$ cat config.mk
export PLATFORM = sky130hd
export DESIGN_NAME = adcreg_bank
export DESIGN_NICKNAME = d
export VERILOG_FILES = /design/src/include/adcreg_pkg.sv /design/src/include/adcreg_cfg_if.sv /design/src/hdl/adcreg_bank.sv /design/src/hdl/adcreg_field_decode.sv
export VERILOG_INCLUDE_DIRS = /design/src /design/src/include
export SDC_FILE = /design/constraint.sdc
export NUM_CORES = 1
export LEC_CHECK = 0
export BUFFER_PORTS_ARGS = -buffer_cell sky130_fd_sc_hd__buf_4
export CAP_MARGIN = 20
export CORE_MARGIN = 5
export CORE_UTILIZATION = 48
export DETAILED_ROUTE_END_ITERATION = 7
export PLACE_DENSITY_LB_ADDON = 0.08
export SLEW_MARGIN = 25
export SYNTH_ARGS = -nofsm -noshare
export SYNTH_HDL_FRONTEND = slang
export SYNTH_SLANG_ARGS = --single-unit
$ cat constraint.sdc
create_clock -name clk -period 2.45 [get_ports clk]
set_input_delay 0 -clock clk [delete_from_list [all_inputs] [get_ports clk]]
set_output_delay 0 -clock clk [all_outputs]
set_load 0.005 [all_outputs]
$ cat src/include/adcreg_params.svh
// Offsets, field positions, reset values and codes of the identity, power and interface registers
// Assumes inclusion by bare name from package and design files
`ifndef ADCREG_PARAMS_SVH
`define ADCREG_PARAMS_SVH

// ****************************************
// Register offsets
// ****************************************
`define ADCREG_OFS_IDENTITY   8'h00
`define ADCREG_OFS_POWER      8'h01
`define ADCREG_OFS_INTERFACE  8'h02

// ****************************************
// Field positions
// ****************************************
`define ADCREG_ID_VARIANT_MSB    7
`define ADCREG_ID_VARIANT_LSB    5
`define ADCREG_ID_REVISION_MSB   4
`define ADCREG_ID_REVISION_LSB   0
`define ADCREG_PWR_RESET_FLAG    4
`define ADCREG_PWR_LEVEL_SHIFT   1
`define ADCREG_PWR_INT_REF       0
`define ADCREG_IF_TIMEOUT        3
`define ADCREG_IF_STATUS         2
`define ADCREG_IF_CHECK_MSB      1
`define ADCREG_IF_CHECK_LSB      0

// ****************************************
// Reset values and masks
// ****************************************
`define ADCREG_POWER_RESET      8'h11
`define ADCREG_INTERFACE_RESET  8'h05
`define ADCREG_POWER_MASK       8'h13
`define ADCREG_INTERFACE_MASK   8'h0F

// ****************************************
// Check byte codes
// ****************************************
`define ADCREG_CHECK_NONE      2'h0
`define ADCREG_CHECK_SUM       2'h1
`define ADCREG_CHECK_CRC       2'h2
`define ADCREG_CHECK_RESERVED  2'h3

// Arbitrary identity values, not tied to any real part
`define ADCREG_VARIANT_DEFAULT   3'h5
`define ADCREG_REVISION_DEFAULT  5'h0A

`endif

$ cat src/include/adcreg_pkg.sv
// Types shared by the register bank and its field decoder
// Assumes adcreg_params.svh on the include path
`default_nettype none
package adcreg_pkg;
  typedef enum logic [1:0] {
    ADCREG_CHK_NONE,
    ADCREG_CHK_SUM,
    ADCREG_CHK_CRC,
    ADCREG_CHK_RSVD
  } adcreg_check_type;

  typedef enum logic {
    ADCREG_IDLE,
    ADCREG_DONE
  } adcreg_state_type;
endpackage
`default_nettype wire

$ cat src/include/adcreg_cfg_if.sv
// Carrier between the register bank and its field decoder
// Assumes one clock domain; purely combinational signals
`default_nettype none
interface adcreg_cfg_if;
  import adcreg_pkg::*;
  logic [7:0]       power_raw;
  logic [7:0]       interface_raw;
  logic             level_shift_enable;
  logic             internal_ref_enable;
  logic             timeout_enable;
  logic             status_byte_enable;
  adcreg_check_type check_mode;

  modport bank (
    output power_raw,
    output interface_raw,
    input  level_shift_enable,
    input  internal_ref_enable,
    input  timeout_enable,
    input  status_byte_enable,
    input  check_mode
  );
  modport decode (
    input  power_raw,
    input  interface_raw,
    output level_shift_enable,
    output internal_ref_enable,
    output timeout_enable,
    output status_byte_enable,
    output check_mode
  );
endinterface
`default_nettype wire

$ cat src/hdl/adcreg_bank.sv
// Identity, power and serial interface configuration registers
// Assumes the serial command decoder delivers one-cycle read and write strobes
// on clk, already decoded from the register read and write commands
`include "adcreg_params.svh"
`default_nettype none

module adcreg_bank
  import adcreg_pkg::*;
#(
  parameter logic [2:0] VARIANT_CODE  = `ADCREG_VARIANT_DEFAULT,
  parameter logic [4:0] REVISION_CODE = `ADCREG_REVISION_DEFAULT
) (
  input  wire logic             clk,
  input  wire logic             rst,
  input  wire logic             reg_write_cmd,
  input  wire logic             reg_read_cmd,
  input  wire logic [7:0]       reg_addr,
  input  wire logic [7:0]       reg_wdata,
  output var  logic [7:0]       reg_rdata,
  output var  logic             reg_rvalid,
  output var  logic             reg_addr_error,
  output var  logic             level_shift_enable,
  output var  logic             internal_ref_enable,
  output var  logic             timeout_enable,
  output var  logic             status_byte_enable,
  output var  adcreg_check_type check_mode
);
  // ****************************************
  // Storage
  // ****************************************
  logic [7:0]       power_reg;
  logic [7:0]       interface_reg;
  logic [7:0]       next_power_reg;
  logic [7:0]       next_interface_reg;
  logic [7:0]       next_reg_rdata;
  logic             next_reg_rvalid;
  logic             next_reg_addr_error;
  logic             next_level_shift_enable;
  logic             next_internal_ref_enable;
  logic             next_timeout_enable;
  logic             next_status_byte_enable;
  adcreg_check_type next_check_mode;
  logic             write_taken;
  logic             read_taken;
  adcreg_cfg_if     cfg ();

  // ****************************************
  // Helpers
  // ****************************************
  // Only three offsets exist; anything else answers with an error pulse
  function automatic logic offset_mapped(input logic [7:0] offset);
    return (offset == `ADCREG_OFS_IDENTITY) ||
           (offset == `ADCREG_OFS_POWER) ||
           (offset == `ADCREG_OFS_INTERFACE);
  endfunction

  // Reset flag only clears by write; a written 1 cannot fake a reset
  function automatic logic [7:0] merge_power(input logic [7:0] stored,
                                             input logic [7:0] data);
    logic [7:0] merged;
    merged = data & `ADCREG_POWER_MASK;
    merged[`ADCREG_PWR_RESET_FLAG] =
      stored[`ADCREG_PWR_RESET_FLAG] & data[`ADCREG_PWR_RESET_FLAG];
    return merged;
  endfunction

  // Reserved check code keeps the old code so the framer never sees it
  // Other fields of the same write still land
  function automatic logic [7:0] merge_interface(input logic [7:0] stored,
                                                 input logic [7:0] data);
    logic [7:0] merged;
    merged = data & `ADCREG_INTERFACE_MASK;
    if (data[`ADCREG_IF_CHECK_MSB:`ADCREG_IF_CHECK_LSB] == `ADCREG_CHECK_RESERVED) begin
      merged[`ADCREG_IF_CHECK_MSB:`ADCREG_IF_CHECK_LSB] =
        stored[`ADCREG_IF_CHECK_MSB:`ADCREG_IF_CHECK_LSB];
    end
    return merged;
  endfunction

  // Identity is built from parameters and has no write path at all
  function automatic logic [7:0] read_mux(input logic [7:0] offset,
                                          input logic [7:0] power_byte,
                                          input logic [7:0] interface_byte);
    logic [7:0] value;
    value = 8'h00;
    unique case (offset)
      `ADCREG_OFS_IDENTITY:  value = {VARIANT_CODE, REVISION_CODE};
      `ADCREG_OFS_POWER:     value = power_byte;
      `ADCREG_OFS_INTERFACE: value = interface_byte;
      default:               value = 8'h00;
    endcase
    return value;
  endfunction

  // ****************************************
  // Command qualification
  // ****************************************
  // Write wins when both strobes meet, so one edge never does two things
  assign write_taken = reg_write_cmd;
  assign read_taken  = reg_read_cmd & ~reg_write_cmd;

  // ****************************************
  // Field decoder
  // ****************************************
  assign cfg.power_raw     = power_reg;
  assign cfg.interface_raw = interface_reg;

  adcreg_field_decode u_decode (
    .cfg (cfg)
  );

  // ****************************************
  // Power register
  // ****************************************
  always_comb begin
    next_power_reg = power_reg;
    if (write_taken && (reg_addr == `ADCREG_OFS_POWER)) begin
      next_power_reg = merge_power(power_reg, reg_wdata);
    end
  end

  always_ff @(posedge clk) begin
    if (rst) begin
      // Reset beats a clearing write in the same cycle, so no reset goes unseen
      power_reg <= `ADCREG_POWER_RESET;
    end else begin
      power_reg <= next_power_reg;
    end
  end

  // ****************************************
  // Interface register
  // ****************************************
  // Reserved bits are masked at the write, so reads need no extra gating
  always_comb begin
    next_interface_reg = interface_reg;
    if (write_taken && (reg_addr == `ADCREG_OFS_INTERFACE)) begin
      next_interface_reg = merge_interface(interface_reg, reg_wdata);
    end
  end

  always_ff @(posedge clk) begin
    if (rst) begin
      interface_reg <= `ADCREG_INTERFACE_RESET;
    end else begin
      interface_reg <= next_interface_reg;
    end
  end

  // ****************************************
  // Read response
  // ****************************************
  // Read data holds until the next read so a slow host can still take it
  always_comb begin
    next_reg_rdata      = reg_rdata;
    next_reg_rvalid     = 1'b0;
    next_reg_addr_error = 1'b0;
    if (write_taken) begin
      next_reg_addr_error = ~offset_mapped(reg_addr);
    end else if (read_taken) begin
      next_reg_rvalid     = 1'b1;
      next_reg_rdata      = read_mux(reg_addr, power_reg, interface_reg);
      next_reg_addr_error = ~offset_mapped(reg_addr);
    end
  end

  always_ff @(posedge clk) begin
    if (rst) begin
      reg_rdata      <= 8'h00;
      reg_rvalid     <= 1'b0;
      reg_addr_error <= 1'b0;
    end else begin
      reg_rdata      <= next_reg_rdata;
      reg_rvalid     <= next_reg_rvalid;
      reg_addr_error <= next_reg_addr_error;
    end
  end

  // ****************************************
  // Control outputs
  // ****************************************
  // Control outputs lag the stored byte by one cycle to come from flops
  always_comb begin
    next_level_shift_enable  = cfg.level_shift_enable;
    next_internal_ref_enable = cfg.internal_ref_enable;
    next_timeout_enable      = cfg.timeout_enable;
    next_status_byte_enable  = cfg.status_byte_enable;
    next_check_mode          = cfg.check_mode;
  end

  // Reset values match the reset bytes so no glitch shows after release
  always_ff @(posedge clk) begin
    if (rst) begin
      level_shift_enable  <= 1'b0;
      internal_ref_enable <= 1'b1;
      timeout_enable      <= 1'b0;
      status_byte_enable  <= 1'b1;
      check_mode          <= ADCREG_CHK_SUM;
    end else begin
      level_shift_enable  <= next_level_shift_enable;
      internal_ref_enable <= next_internal_ref_enable;
      timeout_enable      <= next_timeout_enable;
      status_byte_enable  <= next_status_byte_enable;
      check_mode          <= next_check_mode;
    end
  end
endmodule
`default_nettype wire

$ cat src/hdl/adcreg_field_decode.sv
// Splits stored power and interface bytes into named control fields
// Assumes raw bytes already hold zeros in reserved positions
`include "adcreg_params.svh"
`default_nettype none
module adcreg_field_decode
  import adcreg_pkg::*;
(
  adcreg_cfg_if.decode cfg
);
  // ****************************************
  // Field decode
  // ****************************************
  always_comb begin
    cfg.level_shift_enable  = cfg.power_raw[`ADCREG_PWR_LEVEL_SHIFT];
    cfg.internal_ref_enable = cfg.power_raw[`ADCREG_PWR_INT_REF];
    cfg.timeout_enable      = cfg.interface_raw[`ADCREG_IF_TIMEOUT];
    cfg.status_byte_enable  = cfg.interface_raw[`ADCREG_IF_STATUS];
    cfg.check_mode          = adcreg_check_type'(
      cfg.interface_raw[`ADCREG_IF_CHECK_MSB:`ADCREG_IF_CHECK_LSB]);
  end
endmodule
`default_nettype wire

**Word-level counts from Yosys, hierarchy flattened**

Cells that the tools add are included.

- Register bits after elaboration: 23
- Input bits: 20
- Output and inout bits: 16

- Reduce and logical (&&, ||, !) cells: 8
- Bitwise operators: 5
- Multiplexer cells: 4
- Equal/unequal tests: 3

Operators by type and width:

| operator | number |
|---|---|
| $pmux 8 s3 | 1 |
| $eq 8x1->1 const B | 1 |
| $eq 8x2->1 const B | 1 |
| $logic_not 8->1 | 1 |
| $reduce_and 2->1 | 2 |
| $mux 1 | 3 |
| $not 1->1 | 3 |
| $and 1x1->1 | 2 |
| $eq 2x2->1 const B | 1 |
| $logic_and 1x1->1 | 2 |
| $logic_or 1x1->1 | 2 |
| $reduce_or 2->1 | 1 |

**Longest topological paths before layout**

Gate-level depths: netlist of run 1.

- Depth after elaboration: 6
- Mapped depth: 5

**By module**

Synthesis of run 1 repeated with hierarchy kept, for this count alone.

- Cells, all modules: 93
- Area, all modules: 863.3 um2

Modules (own cells, without submodules):

| module | area an instance (um2) | sequential area each (um2) | times used | cells each |
|---|---|---|---|---|
| adcreg_bank | 818.3 | 420.4 | 1 | 87 |
| adcreg_field_decode | 45.0 | 0.0 | 1 | 6 |

**Least setup slack after synthesis of run 1**

Ideal clock, no wire load.

- Kind: input port to flip-flop
- Start: input port reg_addr[5]
- End: register power_reg[1], in the netlist cfg.power_raw[1]
- Path slack: 1.307 ns
- Arrival time: 1.021 ns
- Stages: 5
- Path buffers: 1
- Required time: 2.329 ns
- Cells stage by stage: nor4_2 > and2_1 > buf_6 > and3_4 > mux2_4

- Longest elaborated chain between the ends: 2

RTL lines:

| element | RTL line | RTL |
|---|---|---|
| from (decl) | adcreg_bank.sv:17 | `input wire logic [7:0] reg_addr,` |
| $eq 8x1->1 | - |  |
| $logic_and 1x1->1 | adcreg_bank.sv:117 | `` if (write_taken && (reg_addr == `ADCREG_OFS_POWER)) begin `` |
| to (signal assigned) | adcreg_bank.sv:125 | `` power_reg <= `ADCREG_POWER_RESET; `` |
| to (signal assigned) | adcreg_bank.sv:127 | `power_reg <= next_power_reg;` |
| to (decl) | adcreg_bank.sv:31 | `logic [7:0] power_reg;` |

Every way passes these cells.
A chain may end at the register's enable or synchronous reset.

**Final worst setup path of run 1**

- Start: input port reg_addr[1]
- End: register reg_addr_error

- Longest elaborated chain between the ends: 6
- Elaborated cells on any way between the ends: 8
- Those cells by class: eq/ne (2); mux (2); bitwise (1); reduce/logical (3)

RTL lines:

| element | RTL line | RTL |
|---|---|---|
| $eq 8x1->1 / $logic_not 8->1 (equally long branches) | - |  |
| $logic_or 1x1->1 | adcreg_bank.sv:52 | `` return (offset == `ADCREG_OFS_IDENTITY) \|\| `` |
| $logic_or 1x1->1 (*) | adcreg_bank.sv:52 |  |
| $not 1->1 (*) | adcreg_bank.sv:159, adcreg_bank.sv:163 |  |
| $mux 1 | adcreg_bank.sv:160 | `end else if (read_taken) begin` |
| $mux 1 (*) | adcreg_bank.sv:158 | `if (write_taken) begin` |
| to (signal assigned) | adcreg_bank.sv:175 | `reg_addr_error <= next_reg_addr_error;` |
| to (decl) | adcreg_bank.sv:21 | `output var logic reg_addr_error,` |

Mark *: on every way between the ends. The rest lies on a longest branch, timed or not.

==> metrics, run 1 <==
n_diodes=0; most frequent cells in the layout=31 x buf_4, 21 x dfxtp_1, 13 x nor2_1; Clk network pwr share=28.2%; switching power of the nets=117.2 uW; endpoints failing setup=0; starting density of the core=49.14%; FF+latch area=420.4 sq um; DP Cell Count=128; Peak VDD IR=0.4403 mV; clock buffer depth=2; core footprint=0.001670 sq mm; share of post-route cells with drive strength above 1=32.23%; Initial DRC Count=11; Hold Path Class=input port to flop; worst r2r src=cfg.interface_raw[1]$_SDFFE_PP0P_; Top Metal Used=met4; first-pass GRT wire length=2594 microns; pin count of the biggest net entering global routing=23; status=completed; Cell Area, Synth=820.8 sq um; Critical Path Source Type=input port; TNS Setup=0 ps; initial antenna violation count=0; Final min period=1813 ps; crit path DAT=2060 ps; total number of vias=692; met1 WL=720 microns; Detailed Place HPWL=1194 microns; DR WL/cell=11.75 microns; vias in the first global route=617; CTS Buf Count=3; crit path to=reg_addr_error$_SDFF_PP0_; Layout fillers=141; area grow syn2layout=35.98%; Comb power frac=10.0%; Routed WL=1622 microns; pre-CTS setup slack=1036 ps; clk_skew=4.818 ps; CTS Hold Buffers Added=6; Seq/Total Area, Yosys=51.22%; Num Clock Sinks=21; syn nets=106; routability cong.=0.7450; Final Cycle Share=74.01%; first drt pass iteration count=4; CTS tree=yes; CTS resizes=0; warnings from Yosys=0; Die H=51.35 microns; CP Max Fanout=6; commonest non-fill, non-tap cell in the layout=buf_4; Critical Path Start=reg_addr[1]; metal2 WL=787 microns; worst skew pair latency=290 ps; Worst-path clk slew=110 ps; Mapped Cells=86; max-slew violation count=0; leak pwr=0.0004720 uW; multi-input logic area=344.1 sq um; post-synthesis register bit count=21; clock tree root buffer cell=clkbuf_4; Sw Share=21.08%; mean post-synth cell area=9.544 sq um; Int Pwr=438.7 uW; I/O pin cnt=36; Seq pwr share=61.9%; R2R depth=4; met3 wire len=105 microns; Crit Path Category=input port to flop; Post-CTS Setup Bufs=0; Critical Path End Type=flop; cell row count=15; Max Cap Viol=0; Die Wd=51.35 microns; final hold vios=0; power per cell area=498.0 mW/mm^2; RSZ-0062 raised after global routing=no; Vias/cell=5.014; Non-Filler Instances=138; FMAX=551.5 MHz; PortBufs=31; Yosys cell types=30; Worst R2R End=reg_rdata[1]$_SDFFE_PP0P_; required time worst endpoint=2690 ps; fin nets=142; CTS H-tree depth=1; GR Util All Layers=13.18%; antenna violation net count after detailed routing=0; GRT Residual Overflow=0; die area=0.002637 sq mm; setup ws final=636.8 ps; R2R setup slack=1530 ps; drt drc=0
power groups by stage:
| stage | sequential (uW) | combinational [uW] | clock (uW) |
|---|---|---|---|
| finish | 344 | 55.4 | 157 |
| global route | 344 | 60.9 | 178 |
| CTS | 344 | 55.3 | 161 |
| detailed placement | 352 | 47.4 | 0 |
| global placement | 352 | 47.3 | 0 |
| floorplan | 352 | 20.8 | 0 |
critical path: stages:
cell	delay, ps
dlygate4sd3_1	530
buf_4	130
nand2_1	50
dlygate4sd3_1	550
a211oi_1	240
dlygate4sd3_1	570
flip-flops by register name, summed over array words and instances, names as in the netlist:
register             flops
reg_addr_error           1
check_mode               2
reg_rvalid               1
level_shift_enable       1
timeout_enable           1
reg_rdata                6
cfg.interface_raw        4
status_byte_enable       1
internal_ref_enable      1
cfg.power_raw            3
worst min path at each step:
stage | from | endpoint | cells after the start
global route | reg_wdata[1] | cfg.interface_raw[1]$_SDFFE_PP0P_ | 3
detailed placement | reg_wdata[2] | cfg.interface_raw[2]$_SDFFE_PP1P_ | 3
CTS | reg_wdata[1] | cfg.interface_raw[1]$_SDFFE_PP0P_ | 3
floorplan | rst | timeout_enable$_SDFF_PP0_ | 1
global placement | reg_wdata[2] | cfg.interface_raw[2]$_SDFFE_PP1P_ | 3
finish | reg_wdata[1] | cfg.interface_raw[1]$_SDFFE_PP0P_ | 3
per-layer routing:
| metal | vias to the layer above | GRT usage (%) |
|---|---|---|
| met5 | - | 0 |
| met4 | 0 | 5.240 |
| met3 | 2 | 4.082 |
| met2 | 16 | 21.03 |
| met1 | 312 | 16.46 |
| li1 | 362 | - |
area by class of cell:
| type | instances | share of cell area (%) |
|---|---|---|
| clock buffers | 4 | 2.354 |
| inverters | 3 | 1.009 |
| multi-input cells | 56 | 30.83 |
| flip-flops and latches | 21 | 37.67 |
| well taps | 17 | 1.906 |
| repair buffers | 37 | 26.23 |
cells in the mapped netlist:
library cell	n	area, sq um
inv_1	3	11.26
a22o_1	1	8.760
nand3_1	1	5.000
o32a_1	1	10.01
nand4_1	3	18.77
nand2b_1	2	12.51
and2b_1	2	15.01
nor3b_1	1	7.510
a21oi_1	5	25.02
mux2_4	1	15.01
and3_4	1	11.26
a211oi_1	1	7.510
clkbuf_1	2	7.510
dfxtp_1	21	420.4
nor3_1	3	15.01
nor2b_1	5	31.28
buf_4	2	15.01
a221oi_1	1	8.760
nor2_1	13	48.80
a22oi_1	3	22.52
or2_2	1	6.260
and2_1	1	6.260
mux2i_1	1	10.01
conb_1	1	3.750
nor3b_2	1	12.51
a21o_1	1	7.510
nor4_2	1	12.51
buf_6	2	22.52
nand2_1	4	15.01
o21bai_1	1	7.510
logic make-up (layout without fill, tap and decap cells):
logic type	count (synthesis)	in the layout	share of synthesized area [%]
AO/OA/AOI/OAI	14	14	11.89
buffers and inverters	9	44	6.859
flip-flops	21	21	51.22
multiplexers	2	2	3.048
other	1	1	0.4569
AND/OR/NAND/NOR	39	39	26.52
metrics by stage:
step,instance area [sq um],hold slack (ps),util [%],power (uW)
detailed placement,1030,254.3,61.65,399.1
CTS,1116,11.98,66.82,560.2
global placement,1030,243.4,61.65,398.9
finish,1116,26.54,66.82,555.8
floorplan,820.8,83.56,-,372.7
global route,1116,20.23,66.82,583.7
No activity file was read; power rests on OpenSTA's default activity.
==> run 2: changes to the inputs <==
- CORE_UTILIZATION: 48 -> 45
- clock period: 2.45 -> 1.8 ns (I/O delays scaled with it)
==> run 2 against run 1 <==
Flip-flop and latch count unchanged; clock-buffer cell count down 1; critical path depth unchanged; critical path type unchanged.
==> metrics, run 2 (same netlist as run 1, synthesis figures left out) <==
DR WL/cell=11.87 microns (was 11.75 microns); Vias/cell=4.760 (was 5.014); Routed WL=1733 microns (was 1622 microns); Final Cycle Share=77.71%; Die H=52.71 microns (was 51.35 microns); CTS tree=yes (unchanged); Min Hold Slack=21.88 ps (was 26.54 ps); final hold vios=0 (unchanged); n_diodes=0 (unchanged); most frequent cells in the layout=31 x buf_4, 21 x dfxtp_1, 13 x nor2_1 (unchanged); total number of vias=695 (was 692); initial antenna violation count=0 (unchanged); Comb power frac=10.0% (about the same); Clk network pwr share=28.6% (was 28.2%); required time worst endpoint=2050 ps (was 2690 ps); cell row count=15 (unchanged); DP Cell Count=137 (was 128); core footprint=0.001727 sq mm (was 0.001670 sq mm); PortBufs=31 (unchanged); die area=0.002778 sq mm (was 0.002637 sq mm); clock tree root buffer cell=clkbuf_4 (unchanged); drt drc=0 (unchanged); Critical Path Source Type=input port (unchanged); share of post-route cells with drive strength above 1=34.71% (was 32.23%); Worst-path clk slew=120 ps (was 110 ps); pin count of the biggest net entering global routing=23 (unchanged); worst skew pair latency=300 ps (was 290 ps); Peak VDD IR=0.4136 mV (was 0.4403 mV); switching power of the nets=168.9 uW (was 117.2 uW); Critical Path End Type=flop (unchanged); GRT Residual Overflow=0 (unchanged); CTS Buf Count=3 (unchanged); Seq pwr share=61.4% (was 61.9%); Crit Path Category=input port to flop (unchanged); max-slew violation count=0 (unchanged); clk_skew=13.82 ps (was 4.818 ps); antenna violation net count after detailed routing=0 (unchanged); Detailed Place HPWL=1255 microns (was 1194 microns); Max Cap Viol=0 (unchanged); area grow syn2layout=38.11% (was 35.98%); first drt pass iteration count=4 (unchanged); I/O pin cnt=36 (unchanged); Biggest register=reg_rdata (unchanged); CTS H-tree depth=1 (unchanged); power per cell area=672.5 mW/mm^2 (was 498.0 mW/mm^2); GR Util All Layers=14.73% (was 13.18%); status=completed (unchanged); Critical Path Start=reg_addr[1] (unchanged); first-pass GRT wire length=3008 microns (was 2594 microns); Die Wd=52.71 microns (was 51.35 microns); Sw Share=22.15% (was 21.08%); FMAX=714.9 MHz; Int Pwr=593.4 uW (was 438.7 uW); clock buffer depth=2 (unchanged); Non-Filler Instances=146 (was 138); TNS Setup=0 ps (unchanged); Final min period=1399 ps; Hold Path Class=input port to flop (unchanged); Num Clock Sinks=21 (unchanged); crit path DAT=1650 ps (was 2060 ps); commonest non-fill, non-tap cell in the layout=buf_4 (unchanged); Initial DRC Count=8 (was 11); RSZ-0062 raised after global routing=no (unchanged); vias in the first global route=710 (was 617); CP Max Fanout=7 (was 6); max reg flops=6 (unchanged); fin nets=142 (unchanged); routability cong.=0.7195 (was 0.7450); min-delay src=rst (was reg_wdata[1]); starting density of the core=47.54% (was 49.14%); worst r2r src=cfg.interface_raw[1]$_SDFFE_PP0P_ (unchanged); Tot Pwr=762.3 uW (was 555.8 uW); endpoints failing setup=0 (unchanged); leak pwr=0.0004775 uW (was 0.0004720 uW)
run 2: area by class of cell:
| class | count | area, sq um |
|---|---|---|
| clock buffers | 3 | 22.52 |
| flip-flops and latches | 21 | 420.4 |
| repair buffers | 37 | 294.0 |
| well taps | 25 | 31.28 |
| clock inverters | 1 | 5.005 |
| inverters | 3 | 11.26 |
| multi-input cells | 56 | 349.1 |
| fillers | 158 | 593.1 |
run 2: repair_timing:
action                                  4_1_cts  5_1_grt
resized for setup                             0        2
endpoints found under the setup margin        0        1
hold buffers                                  6        0
buffers inserted                              0        0
hold endpoints to repair                      5        0
run 2: critical path, cell delays in order:
cell and delay, ps:
dlygate4sd3_1 540, buf_6 120, nor2b_1 220, nand4_1 320, nor2_1 270, o32a_1 190
run 2: power groups by stage:
stage / clock (uW) / combinational (uW) / sequential, uW
global placement: 0 / 64.8 / 479
detailed placement: 0 / 65.6 / 479
CTS: 228 / 76.4 / 468
finish: 218 / 76.5 / 468
floorplan: 0 / 28.3 / 479
global route: 257 / 84.4 / 469
run 2: final timing paths:
| check | to | cells past startpoint | slack [ps] |
|---|---|---|---|
| worst max-delay path | cfg.interface_raw[0]$_SDFFE_PP1P_ | 6 | 400 |
| worst min-delay path | reg_addr_error$_SDFF_PP0_ | 2 | 20 |
| worst max register to register | reg_rdata[1]$_SDFFE_PP0P_ | 4 | 910 |
| worst min register to register | reg_rdata[2]$_SDFFE_PP0P_ | 2 | 460 |
run 2: per-stage QoR:
stage	util, %	setup WS [ps]	instance area [sq um]
floorplan	-	657.2	820.8
global placement	60.65	581.8	1047
detailed placement	60.65	549.2	1047
CTS	65.72	44.70	1135
global route	65.65	240.5	1134
finish	65.65	401.2	1134
run 2: per-layer routing:
metal | track usage, % | wire length (microns) | vias to the layer above
met5 | 0 | 0 | -
met2 | 25.00 | 842 | 19
met1 | 17.47 | 774 | 313
met4 | 5.106 | 0 | 0
met3 | 4.274 | 116 | 0
li1 | - | - | 363
==> run 3: changes to the inputs <==
- CORE_UTILIZATION: 45 -> 40
- clock period: 1.8 -> 1.25 ns (I/O delays scaled with it)
==> run 3 against run 2 <==
Global-route usage down 3.1 points; routed wire length up 0.46%; worst hold slack worse by 2.5 ps; setup slack worse by 190 ps; register-to-register slack worse by 560 ps; utilization down 7.2 points; critical path depth unchanged.
==> metrics, run 3 (same netlist as run 1, synthesis figures left out) <==
status=completed (unchanged); worst skew pair latency=300 ps (about the same); most frequent cells in the layout=34 x buf_4, 21 x dfxtp_1, 13 x nor2_1 (was 31 x buf_4, 21 x dfxtp_1, 13 x nor2_1); Slowest-stage cell, CP=dlygate4sd3_1 (unchanged); PortBufs=31 (unchanged); antenna violation net count after detailed routing=0 (unchanged); Routed WL=1741 microns (was 1733 microns); Num Clock Sinks=21 (unchanged); initial antenna violation count=0 (unchanged); Vias/cell=4.727 (was 4.760); pre-CTS setup slack=-17.85 ps (was 549.2 ps); commonest non-fill, non-tap cell in the layout=buf_4 (unchanged); CTS tree=yes (unchanged); max-slew violation count=0 (unchanged); first drt pass iteration count=4 (unchanged); RSZ-0062 raised after global routing=no (unchanged); FMAX=959.4 MHz; share of post-route cells with drive strength above 1=34.96% (was 34.71%); max reg flops=6 (unchanged); Die H=55.30 microns (was 52.71 microns); CTS Buf Count=3 (unchanged); cell row count=16 (was 15); fin nets=144 (was 142); Peak VDD IR=0.7886 mV (was 0.4136 mV); DP Cell Count=141 (was 137); vias in the first global route=706 (was 710); setup ws final=207.7 ps (was 401.2 ps); Critical Path End Type=flop (unchanged); Final min period=1042 ps; I/O pin cnt=36 (unchanged); power per cell area=959.1 mW/mm^2 (was 672.5 mW/mm^2); starting density of the core=41.84% (was 47.54%); clk_skew=2.564 ps (was 13.82 ps); routability cong.=0.7362 (was 0.7195); Worst path top cell family by delay=buffers and inverters (was simple AND/OR/NAND/NOR gates); core footprint=0.001962 sq mm (was 0.001727 sq mm); clock tree root buffer cell=clkbuf_4 (unchanged); FF+latch area=420.4 sq um (unchanged); CTS H-tree depth=1 (unchanged); crit path DAT=1240 ps (was 1650 ps); Max Cap Viol=0 (unchanged); total number of vias=709 (was 695); post-layout util=58.42% (was 65.65%); cells along the critical path=dlygate4sd3_1 > buf_4 > nand2b_1 > nor3_1 > a22oi_1 > nor2_1 (was dlygate4sd3_1 > buf_6 > nor2b_1 > nand4_1 > nor2_1 > o32a_1); DR WL/cell=11.61 microns (was 11.87 microns); leak pwr=0.0004841 uW (was 0.0004775 uW); Die Wd=55.30 microns (was 52.71 microns); Critical Path Source Type=input port (unchanged); pin count of the biggest net entering global routing=23 (unchanged); Layout fillers=195 (was 158); Non-Filler Instances=150 (was 146); final hold vios=0 (unchanged); placed cell area=0.001065 sq mm (was 0.001047 sq mm); drt drc=0 (unchanged); Crit Path Category=input port to flop (unchanged); multi-input logic area=349.1 sq um (unchanged); CP Max Fanout=10 (was 7); WP buf/inv=2 (unchanged); Detailed Place HPWL=1340 microns (was 1255 microns); clock buffer depth=2 (unchanged); Tot Pwr=1099 uW (was 762.3 uW); Worst-path clk slew=110 ps (was 120 ps); endpoints failing setup=0 (unchanged); n_diodes=0 (unchanged); Initial DRC Count=13 (was 8); Post-CTS Setup Bufs=0 (unchanged); die area=0.003058 sq mm (was 0.002778 sq mm); GRT Residual Overflow=0 (unchanged); first-pass GRT wire length=2898 microns (was 3008 microns); GR Util All Layers=11.67% (was 14.73%); Biggest register=reg_rdata (unchanged); Final Cycle Share=83.38%; post-route cell area=0.001146 sq mm (was 0.001134 sq mm); required time worst endpoint=1450 ps (was 2050 ps); area grow syn2layout=39.63% (was 38.11%); max incr delay on CP=530 ps (was 540 ps); Hold Path Class=input port to flop (unchanged)
==> run 3: changes by cell type in the layout (fill, tap and decap cells not counted) <==
cell      change
clkinv_2      -1
buf_4         +3
buf_6         -1
clkbuf_1      +1
==> run 3: cell type report <==
type                    count  area share (%)
well taps                  27           2.948
flip-flops and latches     21           36.68
inverters                   3          0.9825
repair buffers             39           26.64
clock buffers               4           2.293
multi-input cells          56           30.46
==> run 3: metal layers <==
metal,part of all wire [%],track usage (%),vias to the layer above
met5,0,0,-
met4,0.75,2.083,0
met3,7.9,5.361,2
met2,50,20.78,21
met1,42,12.70,322
li1,-,-,364
==> run 3: path summary, 6_finish.rpt <==
kind                                           from                         to  slack, ps  cells after the start
setup / recovery                       reg_read_cmd  reg_rdata[3]$_SDFFE_PP0P_        210                      6
hold reg to reg           reg_rdata[2]$_SDFFE_PP0P_  reg_rdata[2]$_SDFFE_PP0P_        460                      2
setup reg to reg  cfg.interface_raw[1]$_SDFFE_PP0P_  reg_rdata[1]$_SDFFE_PP0P_        350                      4
hold / removal                                  rst  reg_addr_error$_SDFF_PP0_         20                      2
==> run 3: through the flow <==
stage	TNS (ps)	hold slack [ps]
3_3_place_gp	0	246.6
4_1_cts	0	5.049
3_5_place_dp	-17.85	250.7
6_report	0	19.36
5_1_grt	0	14.01
2_1_floorplan	0	83.56
==> run 3: repair_timing <==
action / CTS / global route
hold buffers: 6 / 0
endpoints found under the setup margin: 0 / 1
resized for setup: 0 / 1
hold endpoints to repair: 5 / 0
==> run 3: power by group <==
group	switching [uW]	internal, uW
Clock	192	124
Combinational	45.9	63.4
Sequential	1.08	673
Total	239	861
==> run 3: worst reg2reg max path: stages, from the launching register on <==
cell      delay (ps)
dfxtp_1          370
nand2b_1          60
a221oi_1         240
a22oi_1          100
nor2_1            90
